===== config.mk =====
export PLATFORM = sky130hd
export DESIGN_NAME = fbd_decoder
export DESIGN_NICKNAME = d
export VERILOG_FILES = /design/src/hw/fbd_pkg.sv /design/src/hw/fbd_tmr_if.sv /design/src/hw/fbd_decoder.sv /design/src/hw/fbd_timer.sv
export VERILOG_INCLUDE_DIRS = /design/src /design/src/hw
export SDC_FILE = /design/constraint.sdc
export NUM_CORES = 1
export LEC_CHECK = 0
export ABC_AREA = 1
export BUFFER_PORTS_ARGS = -buffer_cell sky130_fd_sc_hd__buf_2
export CAP_MARGIN = 5
export CORE_UTILIZATION = 59
export CTS_CLUSTER_SIZE = 30
export DETAILED_ROUTE_END_ITERATION = 10
export GPL_ROUTABILITY_DRIVEN = 0
export PLACE_DENSITY = 0.8
export SLEW_MARGIN = 15
export SYNTH_ARGS = -nofsm -noshare
export SYNTH_HDL_FRONTEND = slang
export SYNTH_SLANG_ARGS = --single-unit
export TNS_END_PERCENT = 5

===== constraint.sdc =====
create_clock -name CLK -period 2.32 [get_ports CLK]
set_input_delay 0.232 -clock CLK [delete_from_list [all_inputs] [get_ports CLK]]
set_output_delay 0.232 -clock CLK [all_outputs]
set_load 0.05 [all_outputs]

===== src/hw/fbd_defines.svh =====
// constants of the function button push decoder: offsets, fields, resets, timing
`ifndef FBD_DEFINES_SVH
`define FBD_DEFINES_SVH

// ----------------------------------------------------------------------
// register byte offsets
// ----------------------------------------------------------------------
`define FBD_OFF_CTRL       8'h00
`define FBD_OFF_STATUS     8'h04
`define FBD_OFF_MASK       8'h08
`define FBD_OFF_ACT_PRESS  8'h0c
`define FBD_OFF_ACT_SINGLE 8'h10
`define FBD_OFF_ACT_DOUBLE 8'h14
`define FBD_OFF_INTERVALS  8'h18
`define FBD_OFF_LAST       8'h1c

// ----------------------------------------------------------------------
// field layout
// ----------------------------------------------------------------------
`define FBD_EV_N           6
`define FBD_CODE_W         8
`define FBD_MS_W           10
`define FBD_NEXT_LSB       16
`define FBD_LAST_EV_LSB    8

// ----------------------------------------------------------------------
// reset values and code points
// ----------------------------------------------------------------------
`define FBD_CODE_OFF       8'h00
`define FBD_CODE_TOGGLE    8'h61
`define FBD_CTRL_RST       1'b1
`define FBD_MASK_RST       6'h00

// ----------------------------------------------------------------------
// timing, in milliseconds and clock cycles
// ----------------------------------------------------------------------
`define FBD_INTERVAL_MIN   10'h0fa
`define FBD_INTERVAL_MAX   10'h3e8
`define FBD_INTERVAL_RST   10'h12c
`define FBD_CLK_MHZ        100
`define FBD_MS_CYCLES      (`FBD_CLK_MHZ * 1000)

`endif


===== src/hw/fbd_pkg.sv =====
// types of the function button push decoder
package fbd_pkg;

    // decoder states
    typedef enum logic [2:0] {
        ST_IDLE,
        ST_DOWN1,
        ST_GAP,
        ST_DOWN2,
        ST_HELD
    } fbd_state_t;

    // event index: class times two plus one for counter-clockwise
    typedef logic [2:0] fbd_event_t;

endpackage


===== src/hw/fbd_tmr_if.sv =====
// carrier between the decoder and its millisecond interval timer
`timescale 1ns/1ps
interface fbd_tmr_if;
    logic       start;     // restart pulse, loads limit
    logic [9:0] limit;     // interval in ms, taken at start
    logic       expired;   // level, high once limit ms have passed

    modport ctl (output start, output limit, input expired);
    modport tmr (input start, input limit, output expired);
endinterface


===== src/hw/fbd_decoder.sv =====
// function button push decoder: press, single and double push with wishbone registers
`timescale 1ns/1ps
`include "fbd_defines.svh"

// Contract
// (RULE1) clockwise held press issues cw press action
// (RULE2) ccw held press issues ccw press action
// (RULE3) clockwise single push issues its action
// (RULE4) ccw single push issues its action
// (RULE5) clockwise double push issues its action
// (RULE6) ccw double push issues its action
// (RULE7) push needs release within detect interval
// (RULE8) further push only inside next-push window
// (RULE9) press outlasting detect interval is held press
// (RULE10) single reported after window; second gives double
module fbd_decoder #(
    parameter bit TOGGLE_VARIANT = 1'b0,          // drive variant with toggle default
    parameter int MS_CYCLES      = `FBD_MS_CYCLES // cycles per millisecond
) (
    // clock and reset
    input  wire logic        CLK,
    input  wire logic        NRST,
    // operator inputs
    input  wire logic        BUTTON,   // high while pressed
    input  wire logic        RING_CW,  // high in cw, low in ccw
    // action request to tool controller
    output logic             ACT_REQ,   // one-cycle pulse
    output logic [7:0]       ACT_CODE,
    output logic [2:0]       ACT_EVENT,
    // wishbone slave
    input  wire logic        WB_CYC_I,
    input  wire logic        WB_STB_I,
    input  wire logic        WB_WE_I,
    input  wire logic [7:0]  WB_ADR_I,
    input  wire logic [3:0]  WB_SEL_I,
    input  wire logic [31:0] WB_DAT_I,
    output logic [31:0]      WB_DAT_O,
    output logic             WB_ACK_O,
    // interrupt
    output logic             IRQ
);

    localparam logic [7:0] ACT_RST = TOGGLE_VARIANT ? `FBD_CODE_TOGGLE : `FBD_CODE_OFF;

    // ----------------------------------------------------------------------
    // state
    // ----------------------------------------------------------------------
    fbd_pkg::fbd_state_t  st_r, st_nxt;             // decoder state
    logic                 ccw_r, ccw_nxt;           // ring position at first press
    logic                 en_r, en_nxt;             // decoder enable
    logic [5:0]           sts_r, sts_nxt;           // sticky event bits
    logic [5:0]           msk_r, msk_nxt;           // interrupt mask
    logic [7:0]           act_r   [6];              // action code per event
    logic [7:0]           act_nxt [6];
    logic [9:0]           pdi_r, pdi_nxt;           // push detect interval, ms
    logic [9:0]           npi_r, npi_nxt;           // next push interval, ms
    logic [7:0]           last_r, last_nxt;         // last issued code
    fbd_pkg::fbd_event_t  lev_r, lev_nxt;           // last event index
    logic                 req_r, req_nxt;
    logic [7:0]           code_r, code_nxt;
    fbd_pkg::fbd_event_t  evo_r, evo_nxt;
    logic [31:0]          dat_r, dat_nxt;
    logic                 ack_r, ack_nxt;
    logic                 irq_r, irq_nxt;

    // decoder combinational results
    logic                 ev_valid;                 // event this cycle
    fbd_pkg::fbd_event_t  ev_idx;
    logic                 t_start;
    logic [9:0]           t_limit;

    fbd_tmr_if tmr ();

    fbd_timer #(.MS_CYCLES(MS_CYCLES)) u_timer (
        .clk  (CLK),
        .nrst (NRST),
        .t    (tmr)
    );

    assign tmr.start = t_start;
    assign tmr.limit = t_limit;

    // ----------------------------------------------------------------------
    // push decoder
    // ----------------------------------------------------------------------
    // release is looked at before expiry, so a release in the very cycle the
    // window runs out still counts as inside the window
    always_comb begin
        st_nxt   = st_r;
        ccw_nxt  = ccw_r;
        ev_valid = 1'b0;
        ev_idx   = 3'h0;
        t_start  = 1'b0;
        t_limit  = pdi_r;
        case (st_r)
            fbd_pkg::ST_IDLE: begin
                if (en_r && BUTTON) begin
                    ccw_nxt = !RING_CW;
                    t_start = 1'b1;
                    st_nxt  = fbd_pkg::ST_DOWN1;
                end
            end
            fbd_pkg::ST_DOWN1: begin
                if (!BUTTON) begin
                    // released in time: a push, open the gap window
                    t_start = 1'b1;                  // see RULE7
                    t_limit = npi_r;                 // see RULE8
                    st_nxt  = fbd_pkg::ST_GAP;
                end else if (tmr.expired) begin
                    ev_valid = 1'b1;                 // see RULE9
                    ev_idx   = {2'b00, ccw_r};       // see RULE1 / see RULE2
                    st_nxt   = fbd_pkg::ST_HELD;
                end
            end
            fbd_pkg::ST_GAP: begin
                if (BUTTON) begin
                    t_start = 1'b1;                  // see RULE8
                    st_nxt  = fbd_pkg::ST_DOWN2;
                end else if (tmr.expired) begin
                    ev_valid = 1'b1;                 // see RULE10
                    ev_idx   = {2'b01, ccw_r};       // see RULE3 / see RULE4
                    st_nxt   = fbd_pkg::ST_IDLE;
                end
            end
            fbd_pkg::ST_DOWN2: begin
                if (!BUTTON) begin
                    ev_valid = 1'b1;                 // see RULE10
                    ev_idx   = {2'b10, ccw_r};       // see RULE5 / see RULE6
                    st_nxt   = fbd_pkg::ST_IDLE;
                end else if (tmr.expired) begin
                    // second press held too long: the first push is dropped
                    ev_valid = 1'b1;                 // see RULE9
                    ev_idx   = {2'b00, ccw_r};
                    st_nxt   = fbd_pkg::ST_HELD;
                end
            end
            fbd_pkg::ST_HELD: begin
                // one action per hold; wait for the release
                if (!BUTTON) begin
                    st_nxt = fbd_pkg::ST_IDLE;
                end
            end
            default: begin
                st_nxt = fbd_pkg::ST_IDLE;
            end
        endcase
    end

    // ----------------------------------------------------------------------
    // registers, bus and outputs: next values
    // ----------------------------------------------------------------------
    logic        acc;       // request seen, answer pending
    logic        wr;        // write takes effect this edge
    logic [31:0] wm;        // byte lane mask
    logic [31:0] wd;        // masked write data
    logic [9:0]  pdi_w;
    logic [9:0]  npi_w;

    // clamp a written interval into the legal range
    function automatic logic [9:0] clamp_ms(input logic [9:0] v);
        if (v < `FBD_INTERVAL_MIN) begin
            return `FBD_INTERVAL_MIN;
        end else if (v > `FBD_INTERVAL_MAX) begin
            return `FBD_INTERVAL_MAX;
        end
        return v;
    endfunction

    always_comb begin
        acc      = WB_CYC_I && WB_STB_I && !ack_r;
        wr       = WB_CYC_I && WB_STB_I && ack_r && WB_WE_I;
        wm       = {{8{WB_SEL_I[3]}}, {8{WB_SEL_I[2]}}, {8{WB_SEL_I[1]}}, {8{WB_SEL_I[0]}}};
        wd       = WB_DAT_I & wm;
        en_nxt   = en_r;
        msk_nxt  = msk_r;
        pdi_nxt  = pdi_r;
        npi_nxt  = npi_r;
        for (int i = 0; i < 6; i++) begin
            act_nxt[i] = act_r[i];
        end
        pdi_w    = (pdi_r & ~wm[9:0]) | wd[9:0];
        npi_w    = (npi_r & ~wm[25:16]) | wd[25:16];
        sts_nxt  = sts_r;
        // software writes happen at the edge the master sees ack
        if (wr) begin
            case (WB_ADR_I)
                `FBD_OFF_CTRL:       en_nxt  = (en_r & ~wm[0]) | wd[0];
                `FBD_OFF_STATUS:     sts_nxt = sts_r & ~wd[5:0];
                `FBD_OFF_MASK:       msk_nxt = (msk_r & ~wm[5:0]) | wd[5:0];
                `FBD_OFF_ACT_PRESS: begin
                    act_nxt[0] = (act_r[0] & ~wm[7:0])  | wd[7:0];
                    act_nxt[1] = (act_r[1] & ~wm[15:8]) | wd[15:8];
                end
                `FBD_OFF_ACT_SINGLE: begin
                    act_nxt[2] = (act_r[2] & ~wm[7:0])  | wd[7:0];
                    act_nxt[3] = (act_r[3] & ~wm[15:8]) | wd[15:8];
                end
                `FBD_OFF_ACT_DOUBLE: begin
                    act_nxt[4] = (act_r[4] & ~wm[7:0])  | wd[7:0];
                    act_nxt[5] = (act_r[5] & ~wm[15:8]) | wd[15:8];
                end
                `FBD_OFF_INTERVALS: begin
                    pdi_nxt = clamp_ms(pdi_w);
                    npi_nxt = clamp_ms(npi_w);
                end
                default: begin
                    // unmapped or read-only: write ignored
                end
            endcase
        end
        // hardware set wins over a software clear in the same cycle
        if (ev_valid) begin
            sts_nxt[ev_idx] = 1'b1;
        end
        // request only for a configured code; off means no action
        req_nxt   = ev_valid && (act_r[ev_idx] != `FBD_CODE_OFF);
        code_nxt  = ev_valid ? act_r[ev_idx] : code_r;
        evo_nxt   = ev_valid ? ev_idx : evo_r;
        last_nxt  = req_nxt ? act_r[ev_idx] : last_r;
        lev_nxt   = ev_valid ? ev_idx : lev_r;
        irq_nxt   = |(sts_nxt & msk_nxt);
        ack_nxt   = acc;
        dat_nxt   = 32'h00000000;
        if (acc && !WB_WE_I) begin
            case (WB_ADR_I)
                `FBD_OFF_CTRL:       dat_nxt = {31'h0, en_r};
                `FBD_OFF_STATUS:     dat_nxt = {26'h0, sts_r};
                `FBD_OFF_MASK:       dat_nxt = {26'h0, msk_r};
                `FBD_OFF_ACT_PRESS:  dat_nxt = {16'h0, act_r[1], act_r[0]};
                `FBD_OFF_ACT_SINGLE: dat_nxt = {16'h0, act_r[3], act_r[2]};
                `FBD_OFF_ACT_DOUBLE: dat_nxt = {16'h0, act_r[5], act_r[4]};
                `FBD_OFF_INTERVALS:  dat_nxt = {6'h0, npi_r, 6'h0, pdi_r};
                `FBD_OFF_LAST:       dat_nxt = {21'h0, lev_r, last_r};
                default:             dat_nxt = 32'h00000000;
            endcase
        end
    end

    // ----------------------------------------------------------------------
    // register stage
    // ----------------------------------------------------------------------
    always_ff @(posedge CLK or negedge NRST) begin
        if (!NRST) begin
            st_r   <= fbd_pkg::ST_IDLE;
            ccw_r  <= 1'b0;
            en_r   <= `FBD_CTRL_RST;
            sts_r  <= 6'h00;
            msk_r  <= `FBD_MASK_RST;
            act_r[0] <= ACT_RST;                         // see RULE1
            act_r[1] <= ACT_RST;                         // see RULE2
            for (int i = 2; i < 6; i++) begin
                act_r[i] <= `FBD_CODE_OFF;
            end
            pdi_r  <= `FBD_INTERVAL_RST;                 // see RULE7
            npi_r  <= `FBD_INTERVAL_RST;                 // see RULE8
            last_r <= 8'h00;
            lev_r  <= 3'h0;
            req_r  <= 1'b0;
            code_r <= 8'h00;
            evo_r  <= 3'h0;
            dat_r  <= 32'h00000000;
            ack_r  <= 1'b0;
            irq_r  <= 1'b0;
        end else begin
            st_r   <= st_nxt;
            ccw_r  <= ccw_nxt;
            en_r   <= en_nxt;
            sts_r  <= sts_nxt;
            msk_r  <= msk_nxt;
            act_r  <= act_nxt;
            pdi_r  <= pdi_nxt;
            npi_r  <= npi_nxt;
            last_r <= last_nxt;
            lev_r  <= lev_nxt;
            req_r  <= req_nxt;
            code_r <= code_nxt;
            evo_r  <= evo_nxt;
            dat_r  <= dat_nxt;
            ack_r  <= ack_nxt;
            irq_r  <= irq_nxt;
        end
    end

    assign ACT_REQ   = req_r;
    assign ACT_CODE  = code_r;
    assign ACT_EVENT = evo_r;
    assign WB_DAT_O  = dat_r;
    assign WB_ACK_O  = ack_r;
    assign IRQ       = irq_r;

    // ----------------------------------------------------------------------
    // assertions
    // ----------------------------------------------------------------------
    property p_cw_press;
        @(posedge CLK) disable iff (!NRST)
        (st_r == fbd_pkg::ST_DOWN1 && BUTTON && tmr.expired && !ccw_r)
        |=> sts_r[0] && st_r == fbd_pkg::ST_HELD && evo_r == 3'h0;
    endproperty
    a_cw_press: assert property (p_cw_press) else $error("cw press lost"); // see RULE1

    property p_ccw_press;
        @(posedge CLK) disable iff (!NRST)
        (st_r == fbd_pkg::ST_DOWN1 && BUTTON && tmr.expired && ccw_r)
        |=> sts_r[1] && evo_r == 3'h1;
    endproperty
    a_ccw_press: assert property (p_ccw_press) else $error("ccw press lost"); // see RULE2

    property p_cw_single;
        @(posedge CLK) disable iff (!NRST)
        (st_r == fbd_pkg::ST_GAP && !BUTTON && tmr.expired && !ccw_r)
        |=> sts_r[2] && st_r == fbd_pkg::ST_IDLE;
    endproperty
    a_cw_single: assert property (p_cw_single) else $error("cw single lost"); // see RULE3

    property p_ccw_single;
        @(posedge CLK) disable iff (!NRST)
        (st_r == fbd_pkg::ST_GAP && !BUTTON && tmr.expired && ccw_r) |=> sts_r[3];
    endproperty
    a_ccw_single: assert property (p_ccw_single) else $error("ccw single lost"); // see RULE4

    property p_cw_double;
        @(posedge CLK) disable iff (!NRST)
        (st_r == fbd_pkg::ST_DOWN2 && !BUTTON && !ccw_r) |=> sts_r[4] && evo_r == 3'h4;
    endproperty
    a_cw_double: assert property (p_cw_double) else $error("cw double lost"); // see RULE5

    property p_ccw_double;
        @(posedge CLK) disable iff (!NRST)
        (st_r == fbd_pkg::ST_DOWN2 && !BUTTON && ccw_r) |=> sts_r[5] && evo_r == 3'h5;
    endproperty
    a_ccw_double: assert property (p_ccw_double) else $error("ccw double lost"); // see RULE6

    property p_push_release;
        @(posedge CLK) disable iff (!NRST)
        (st_r == fbd_pkg::ST_DOWN1 && !BUTTON) |=> st_r == fbd_pkg::ST_GAP && !ACT_REQ;
    endproperty
    a_push_release: assert property (p_push_release) else $error("push not seen"); // see RULE7

    property p_gap_press;
        @(posedge CLK) disable iff (!NRST)
        (st_r == fbd_pkg::ST_GAP && BUTTON) |=> st_r == fbd_pkg::ST_DOWN2 && !tmr.expired;
    endproperty
    a_gap_press: assert property (p_gap_press) else $error("second push missed"); // see RULE8

    property p_held_stays;
        @(posedge CLK) disable iff (!NRST)
        (st_r == fbd_pkg::ST_HELD && BUTTON) |=> st_r == fbd_pkg::ST_HELD && !ACT_REQ;
    endproperty
    a_held_stays: assert property (p_held_stays) else $error("held press repeated"); // see RULE9

    property p_no_early_single;
        @(posedge CLK) disable iff (!NRST)
        (st_r == fbd_pkg::ST_GAP && !tmr.expired) |=> !$rose(sts_r[2]) && !$rose(sts_r[3]);
    endproperty
    a_no_early_single: assert property (p_no_early_single) else $error("early single"); // see RULE10

    property p_req_code;
        @(posedge CLK) disable iff (!NRST)
        (ev_valid && act_r[ev_idx] != 8'h00) |=> ACT_REQ && ACT_CODE == $past(act_r[ev_idx]);
    endproperty
    a_req_code: assert property (p_req_code) else $error("wrong action code"); // see RULE1

endmodule // fbd_decoder


===== src/hw/fbd_timer.sv =====
// millisecond interval timer used for both the push and the gap windows
`timescale 1ns/1ps
`include "fbd_defines.svh"

module fbd_timer #(
    parameter int MS_CYCLES = `FBD_MS_CYCLES
) (
    // clock and reset
    input  wire logic   clk,
    input  wire logic   nrst,
    // control
    fbd_tmr_if.tmr      t
);

    logic [16:0]          pre_r, pre_nxt;   // cycles inside the current ms
    logic [`FBD_MS_W-1:0] ms_r, ms_nxt;     // whole ms elapsed
    logic [`FBD_MS_W-1:0] lim_r, lim_nxt;   // latched limit
    logic                 exp_r, exp_nxt;   // expiry level

    // ----------------------------------------------------------------------
    // next values: prescaler first, ms count stops once expired
    // ----------------------------------------------------------------------
    always_comb begin
        pre_nxt = pre_r;
        ms_nxt  = ms_r;
        lim_nxt = lim_r;
        exp_nxt = exp_r;
        if (t.start) begin
            // restart: prescaler phase reset so the window is exact
            pre_nxt = 17'h00000;
            ms_nxt  = 10'h000;
            lim_nxt = t.limit;
            exp_nxt = 1'b0;
        end else if (!exp_r) begin
            if (pre_r == 17'(MS_CYCLES - 1)) begin
                pre_nxt = 17'h00000;
                ms_nxt  = ms_r + 10'h001;
                if (ms_r + 10'h001 >= lim_r) begin
                    exp_nxt = 1'b1;
                end
            end else begin
                pre_nxt = pre_r + 17'h00001;
            end
        end
    end

    // registers
    always_ff @(posedge clk or negedge nrst) begin
        if (!nrst) begin
            pre_r <= 17'h00000;
            ms_r  <= 10'h000;
            lim_r <= `FBD_INTERVAL_RST;
            exp_r <= 1'b1;
        end else begin
            pre_r <= pre_nxt;
            ms_r  <= ms_nxt;
            lim_r <= lim_nxt;
            exp_r <= exp_nxt;
        end
    end

    assign t.expired = exp_r;

endmodule // fbd_timer


[After elaboration in Yosys (flattened, before gate mapping)]
Cells that the tools add are included.
Word-level totals
  register bits after elaboration: 177
  word-level logic and storage cells: 167
Operators by class
  add/sub/neg operators: 2
  order comparisons: 8
  equal/unequal tests: 16
  mux-type cells: 61
  bitwise logic cells: 32
  reduce and logical (&&, ||, !) cells: 24
Operators by type and width (count)
  case mux 26 bit (8 select lines): 1
  two-way mux 10 bit: 11
  two-way mux 17 bit: 3
  AND 8 bit: 6
  bitwise OR 8 bit: 6
  == test 8 x 5 -> 1 bit, second input constant: 4
  two-way mux 6 bit: 5
  AND 26 bit: 1
  two-way mux 26 bit: 1
  binary-select mux 8 bit (select 3 bit): 1
  two-way mux 3 bit: 8
  two-way mux 1 bit: 22
  AND 10 bit: 2
  > comparator 10 bit, second input constant: 2
  less-than comparator 10 x 8 -> 1 bit, second input constant: 2
  inverter 10 bit: 2
  bitwise OR 10 bit: 2
  AND 6 bit: 3
  adder 17 x 1 -> 17 bit, second input constant: 1
  == test 17 bit, second input constant: 1
  == test 8 x 4 -> 1 bit, second input constant: 2
  two-way mux 8 bit: 2
  inverter 8 bit: 2
  case mux 3 bit (5 select lines): 1
  30 further kinds: 52

[Longest topological paths before layout]
  word-level depth: 11
  depth in mapped cells: 17
  depth with buffers taken out: 16

[By module]
From an unflattened synthesis, not the netlist that was laid out.
Second synthesis, totals
  cell total of the unflattened synthesis: 1170
  area, all modules: 9009.9 um^2
Modules (own cells, without submodules)
  fbd_decoder: instances 1, cells each 845, area each 6586.3 um^2
  fbd_timer: instances 1, cells each 325, area each 2423.6 um^2

[Least setup slack after synthesis]
Ideal clock, no wire load.
  path kind: register to register
  from: reg ack_r (netlist: WB_ACK_O)
  to: reg irq_r (netlist: IRQ)
  library setup time: 127 ps
  arrival: 1847 ps
  setup slack: 346 ps
  stages on the path, launching flop included: 10
  period minus slack after synthesis: 1974 ps
  path through: dfrtp_1 -> nand4_1 -> nor2_1 -> nand2_1 -> clkbuf_1 -> nand2_1 -> o21ai_0 -> nand2_1 -> nand4_1 -> nand3b_1
Between the ends
  elaborated cells between the ends (all ways): 8
RTL lines
  start: declaration: RTL line fbd_decoder.sv:63  | logic ack_r, ack_nxt;
  start signal: assignment: RTL line fbd_decoder.sv:279  | ack_r <= ack_nxt;
  logical AND 1 bit (2 in series): RTL line fbd_decoder.sv:171  | wr = WB_CYC_I && WB_STB_I && ack_r && WB_WE_I;
  two-way mux 6 bit: RTL line fbd_decoder.sv:185  | if (wr) begin
  net msk_nxt[0]: RTL line fbd_decoder.sv:52  | logic [5:0] msk_r, msk_nxt;
  AND 6 bit: RTL line fbd_decoder.sv:221  | irq_nxt = |(sts_nxt & msk_nxt);
  OR reduction 6 bit: RTL line fbd_decoder.sv:221
  net irq_nxt: RTL line fbd_decoder.sv:64  | logic irq_r, irq_nxt;
  end signal: assignment: RTL line fbd_decoder.sv:280  | irq_r <= irq_nxt;
  end: declaration: RTL line fbd_decoder.sv:64
The timed path passes the listed nets, and every way through them passes these cells.
A chain may end at the register's enable or synchronous reset.

[Worst setup path after layout]
  from: reg u_timer.exp_r (netlist: u_timer.t.expired)
  to: reg last_r[0]
Between the ends
  cells in the longest elaborated chain, start to end: 9
  elaborated cells between the ends (all ways): 17
Ends and longest elaborated chain
  start: declaration: RTL line fbd_timer.sv:18  | logic exp_r, exp_nxt;
  start signal: assignment: RTL line fbd_timer.sv:58  | exp_r <= exp_nxt;
  two-way mux 1 bit or two-way mux 2 bit (tied branches): RTL line fbd_decoder.sv:109, fbd_decoder.sv:130, fbd_decoder.sv:119
  two-way mux 3 bit, or another cell as far along: RTL line fbd_decoder.sv:126  | if (!BUTTON) begin
  case mux 3 bit (3 select lines): RTL line fbd_decoder.sv:95  | case (st_r)
  inverter 3 -> 4 bit (implied by the code): RTL line fbd_decoder.sv:216, fbd_decoder.sv:219
  binary-select mux 8 bit (select 3 bit): RTL line fbd_decoder.sv:216, fbd_decoder.sv:219
  two-way mux 8 bit (implied by the code) (2 in series): RTL line fbd_decoder.sv:216, fbd_decoder.sv:219
  nonzero test 8 bit (no source line)
  logical AND 1 bit: RTL line fbd_decoder.sv:216  | req_nxt = ev_valid && (act_r[ev_idx] != `FBD_CODE_OFF);
  end signal: assignment: RTL line fbd_decoder.sv:273  | last_r <= last_nxt;
  end: declaration: RTL line fbd_decoder.sv:57  | logic [7:0] last_r, last_nxt;
Parallel ways exist; a longest one is shown, timed or not. The select of a mux whose other input is x is not followed.

==> run metrics <==
Port Buffer Count=84; clk_skew=0.0111 ns; maximum VDD drop=roughly 0.54 mV; Die Ht=around 120 um; post-synthesis cell type count=40; WL per Instance=16.1 um; Net count, final=approximately 1300; chip width=approximately 120 um; fmax=0.456 GHz; CP Launch Point=u_timer.t.expired; Congestion Overflow GR=0; Core Region=approximately 0.014 sq mm; clk buf depth=2; Largest stage delay, worst path=0.62 ns; htree depth=4; first-pass GRT wire length=about 36000 um; hold_ws=between 0.04 and 0.05 ns; Post-Syn Area=around 0.0086 sq mm; area share of the largest cell type after synthesis=45.5%; post-synthesis sequential area ratio=about half; Max-Cap Viols=0; drt total wl=approximately 22000 um; Inst Count DP=about 1300; Clk pin slew, worst setup/hold paths=0.07 ns; FF+latch count, synth=171; Leak=about 5.1 nW; Tot GR Track Use=between 30% and 40%; fin crit share=between 90% and 100%; fin util=a little under three quarters; area delta synth->final=16.1%; min-delay src=WB_STB_I; DIE AREA=~0.015 sq mm; Num Clock Sinks=between 150 and 200; Yosys top cell by area=dfrtp_1; warnings from Yosys=0; share of cells above drive strength 1=approximately 16%; slowest CP cell=dfstp_2; status=finished clean; minimum clock period after layout=roughly 2.2 ns; DR pass1 iterations=6; Slew Viols, Final=0; worst slew pin tran=0.531 ns; initial antenna violation count=1; Final HPWL DP=around 16000 um; post-route ant nets=0; Post-Layout Cell Count=around 1400; Arr. time, crit path=about 2.6 ns; CTS tree=yes; standard-cell row count=43; CTS Buf Count=17; Initial Util=about three fifths; crit-path max FO=11; power after layout=approximately 0.0079 W; FF-to-FF Start=u_timer.t.expired; crit start category=flip-flop; Root Buffer=clkbuf_16; Main synth FF type=dfrtp_1; IO Pins=97; largest cells by area after synthesis=dfrtp_1, nand2_1, o21ai_0; Post-synth EDFFs=0; vias in the first global route=7232; critical path cell sequence=nand2_1 -> nor2_1 -> nand2_2 -> nand3_4 -> inv_2 -> nand2_1 -> nand3_1 -> nor2_2 -> nand2_1 -> nor2_1 -> nand2_1 -> nand2_4 -> nand2_1 -> nand2_1; # setup viols final=0; Hold Vio Cnt, Final=0; HP Class=input pin to flip-flop; Mapped Cells=~1100; vias=between 7000 and 8000; Critical Path Sink Type=flip-flop; Clk Latency, worst-skew pair=approximately 0.43 ns; CP dominant cell by count=nand2_1; Req. time, crit path=about 2.7 ns; Post-synth ARST share=100%; critical path class=flip-flop to flip-flop; Slew HR=around 64%; syn_area_per_cell=approximately 7.9 sq um; Residual DRC=0; Power Density=approximately 790 mW/mm^2; First DRT Iteration DRCs=between 800 and 900; largest net degree at the start of global routing=65; routed vias/inst=between 5 and 6
[cell usage in the layout (no fill, tap or decap), types with 2 or more instances in the layout]
cell type / instances
clkbuf_16: 18
nor4_1: 7
a32o_1: 3
nor2_1: 68
dfrtp_1: 157
or2_2: 2
nand3b_1: 2
inv_6: 3
dlygate4sd3_1: 2
xor2_1: 7
o21ai_1: 3
nor3_2: 2
clkinv_2: 4
a21oi_1: 37
inv_1: 162
a31oi_1: 2
nor2_2: 12
nand2_2: 6
nand3_1: 56
o211ai_1: 11
a221oi_1: 16
nand4_1: 9
nor3_1: 27
buf_4: 23
conb_1: 6
bufinv_16: 2
nand2_1: 255
o22ai_1: 14
ha_1: 12
buf_12: 4
inv_2: 5
dfstp_2: 14
a211oi_1: 3
buf_2: 83
o21ai_0: 149
o31ai_1: 2
clkinvlp_4: 5
[cells by family (layout without fill, tap and decap cells)]
group,Yosys count,count (layout),synth area share [%]
flip-flops,171,171,49.8
AND/OR/NAND/NOR,449,449,21.8
adder cells (fa/ha/maj),12,12,1.74
buffers and inverters,209,313,9.72
AO/OA/AOI/OAI,247,247,16.2
other,1,7,0.0435
XOR/XNOR,7,7,0.711
[layer usage]
layer / GRT usage (%) / vias to the layer above / share of wire (%)
li1: - / 3765 / -
met1: 44.7 / 3662 / 43
met2: 46.7 / 371 / 45
met3: 7.52 / 48 / 8.9
met4: 11.1 / 0 / 2.5
met5: 0 / - / 0
[layout make-up]
type | count | area [sq um]
tap | 180 | 225
clock inverter | 14 | 144
inverter | 167 | 627
antenna | 1 | 2.50
fill | 1169 | 4080
timing repair buffer | 114 | 724
sequential | 171 | 4300
clock buffer | 18 | 439
multi-input combinational | 721 | 3560
[where the power goes]
part	leakage [nW]	internal (W)	switching [W]	total, W
Combinational	2.60	0.000458	0.00117	0.00163
Sequential	2.24	0.00329	0.000180	0.00347
Clock	0.275	0.00161	0.00122	0.00283
Total	5.11	0.00536	0.00257	0.00793
[repair_timing]
action                                  CTS  global route
resized for setup                         0            17
buffers inserted                          0             3
endpoints found under the hold margin    47             0
hold buffers                              2             0
endpoints found under the setup margin    0            10
[per-stage QoR]
step	setup slack [ns]	TNS [ns]	cell area (sq um)
floorplan	0.346	0	8650
global placement	0.165	0	9320
detailed placement	0.113	0	9320
CTS	0.0969	0	9920
global route	-0.0235	-0.0793	10000
finish	0.125	0	10000
[synthesized netlist by cell type (13+ instances only)]
library cell  number
dfrtp_1          157
nor2_1            77
clkbuf_1          19
nand3_1           56
nand2_1          260
o21ai_0          149
o22ai_1           14
buf_2             13
a221oi_1          16
dfstp_2           14
a21oi_1           38
inv_1            162
nor3_1            27
[critical path: cells and delay by family (launching register included)]
family | cells | cell delay [ns]
simple gates | 13 | 1.38
flops | 1 | 0.62
buf+inv | 1 | 0.12
[path summary, 6_finish.rpt]
path	end	slack, ns	cells after the start
setup / recovery	last_r[0]	0.12	14
hold / removal	WB_ACK_O	0.04	3
setup reg to reg	last_r[0]	0.12	14
hold reg to reg	WB_ACK_O	0.48	1
max in group asynchronous	pdi_r[8]	1.29	3
min in group asynchronous	u_timer.pre_r[11]	0.30	2
(Power assumes the default switching activity.)
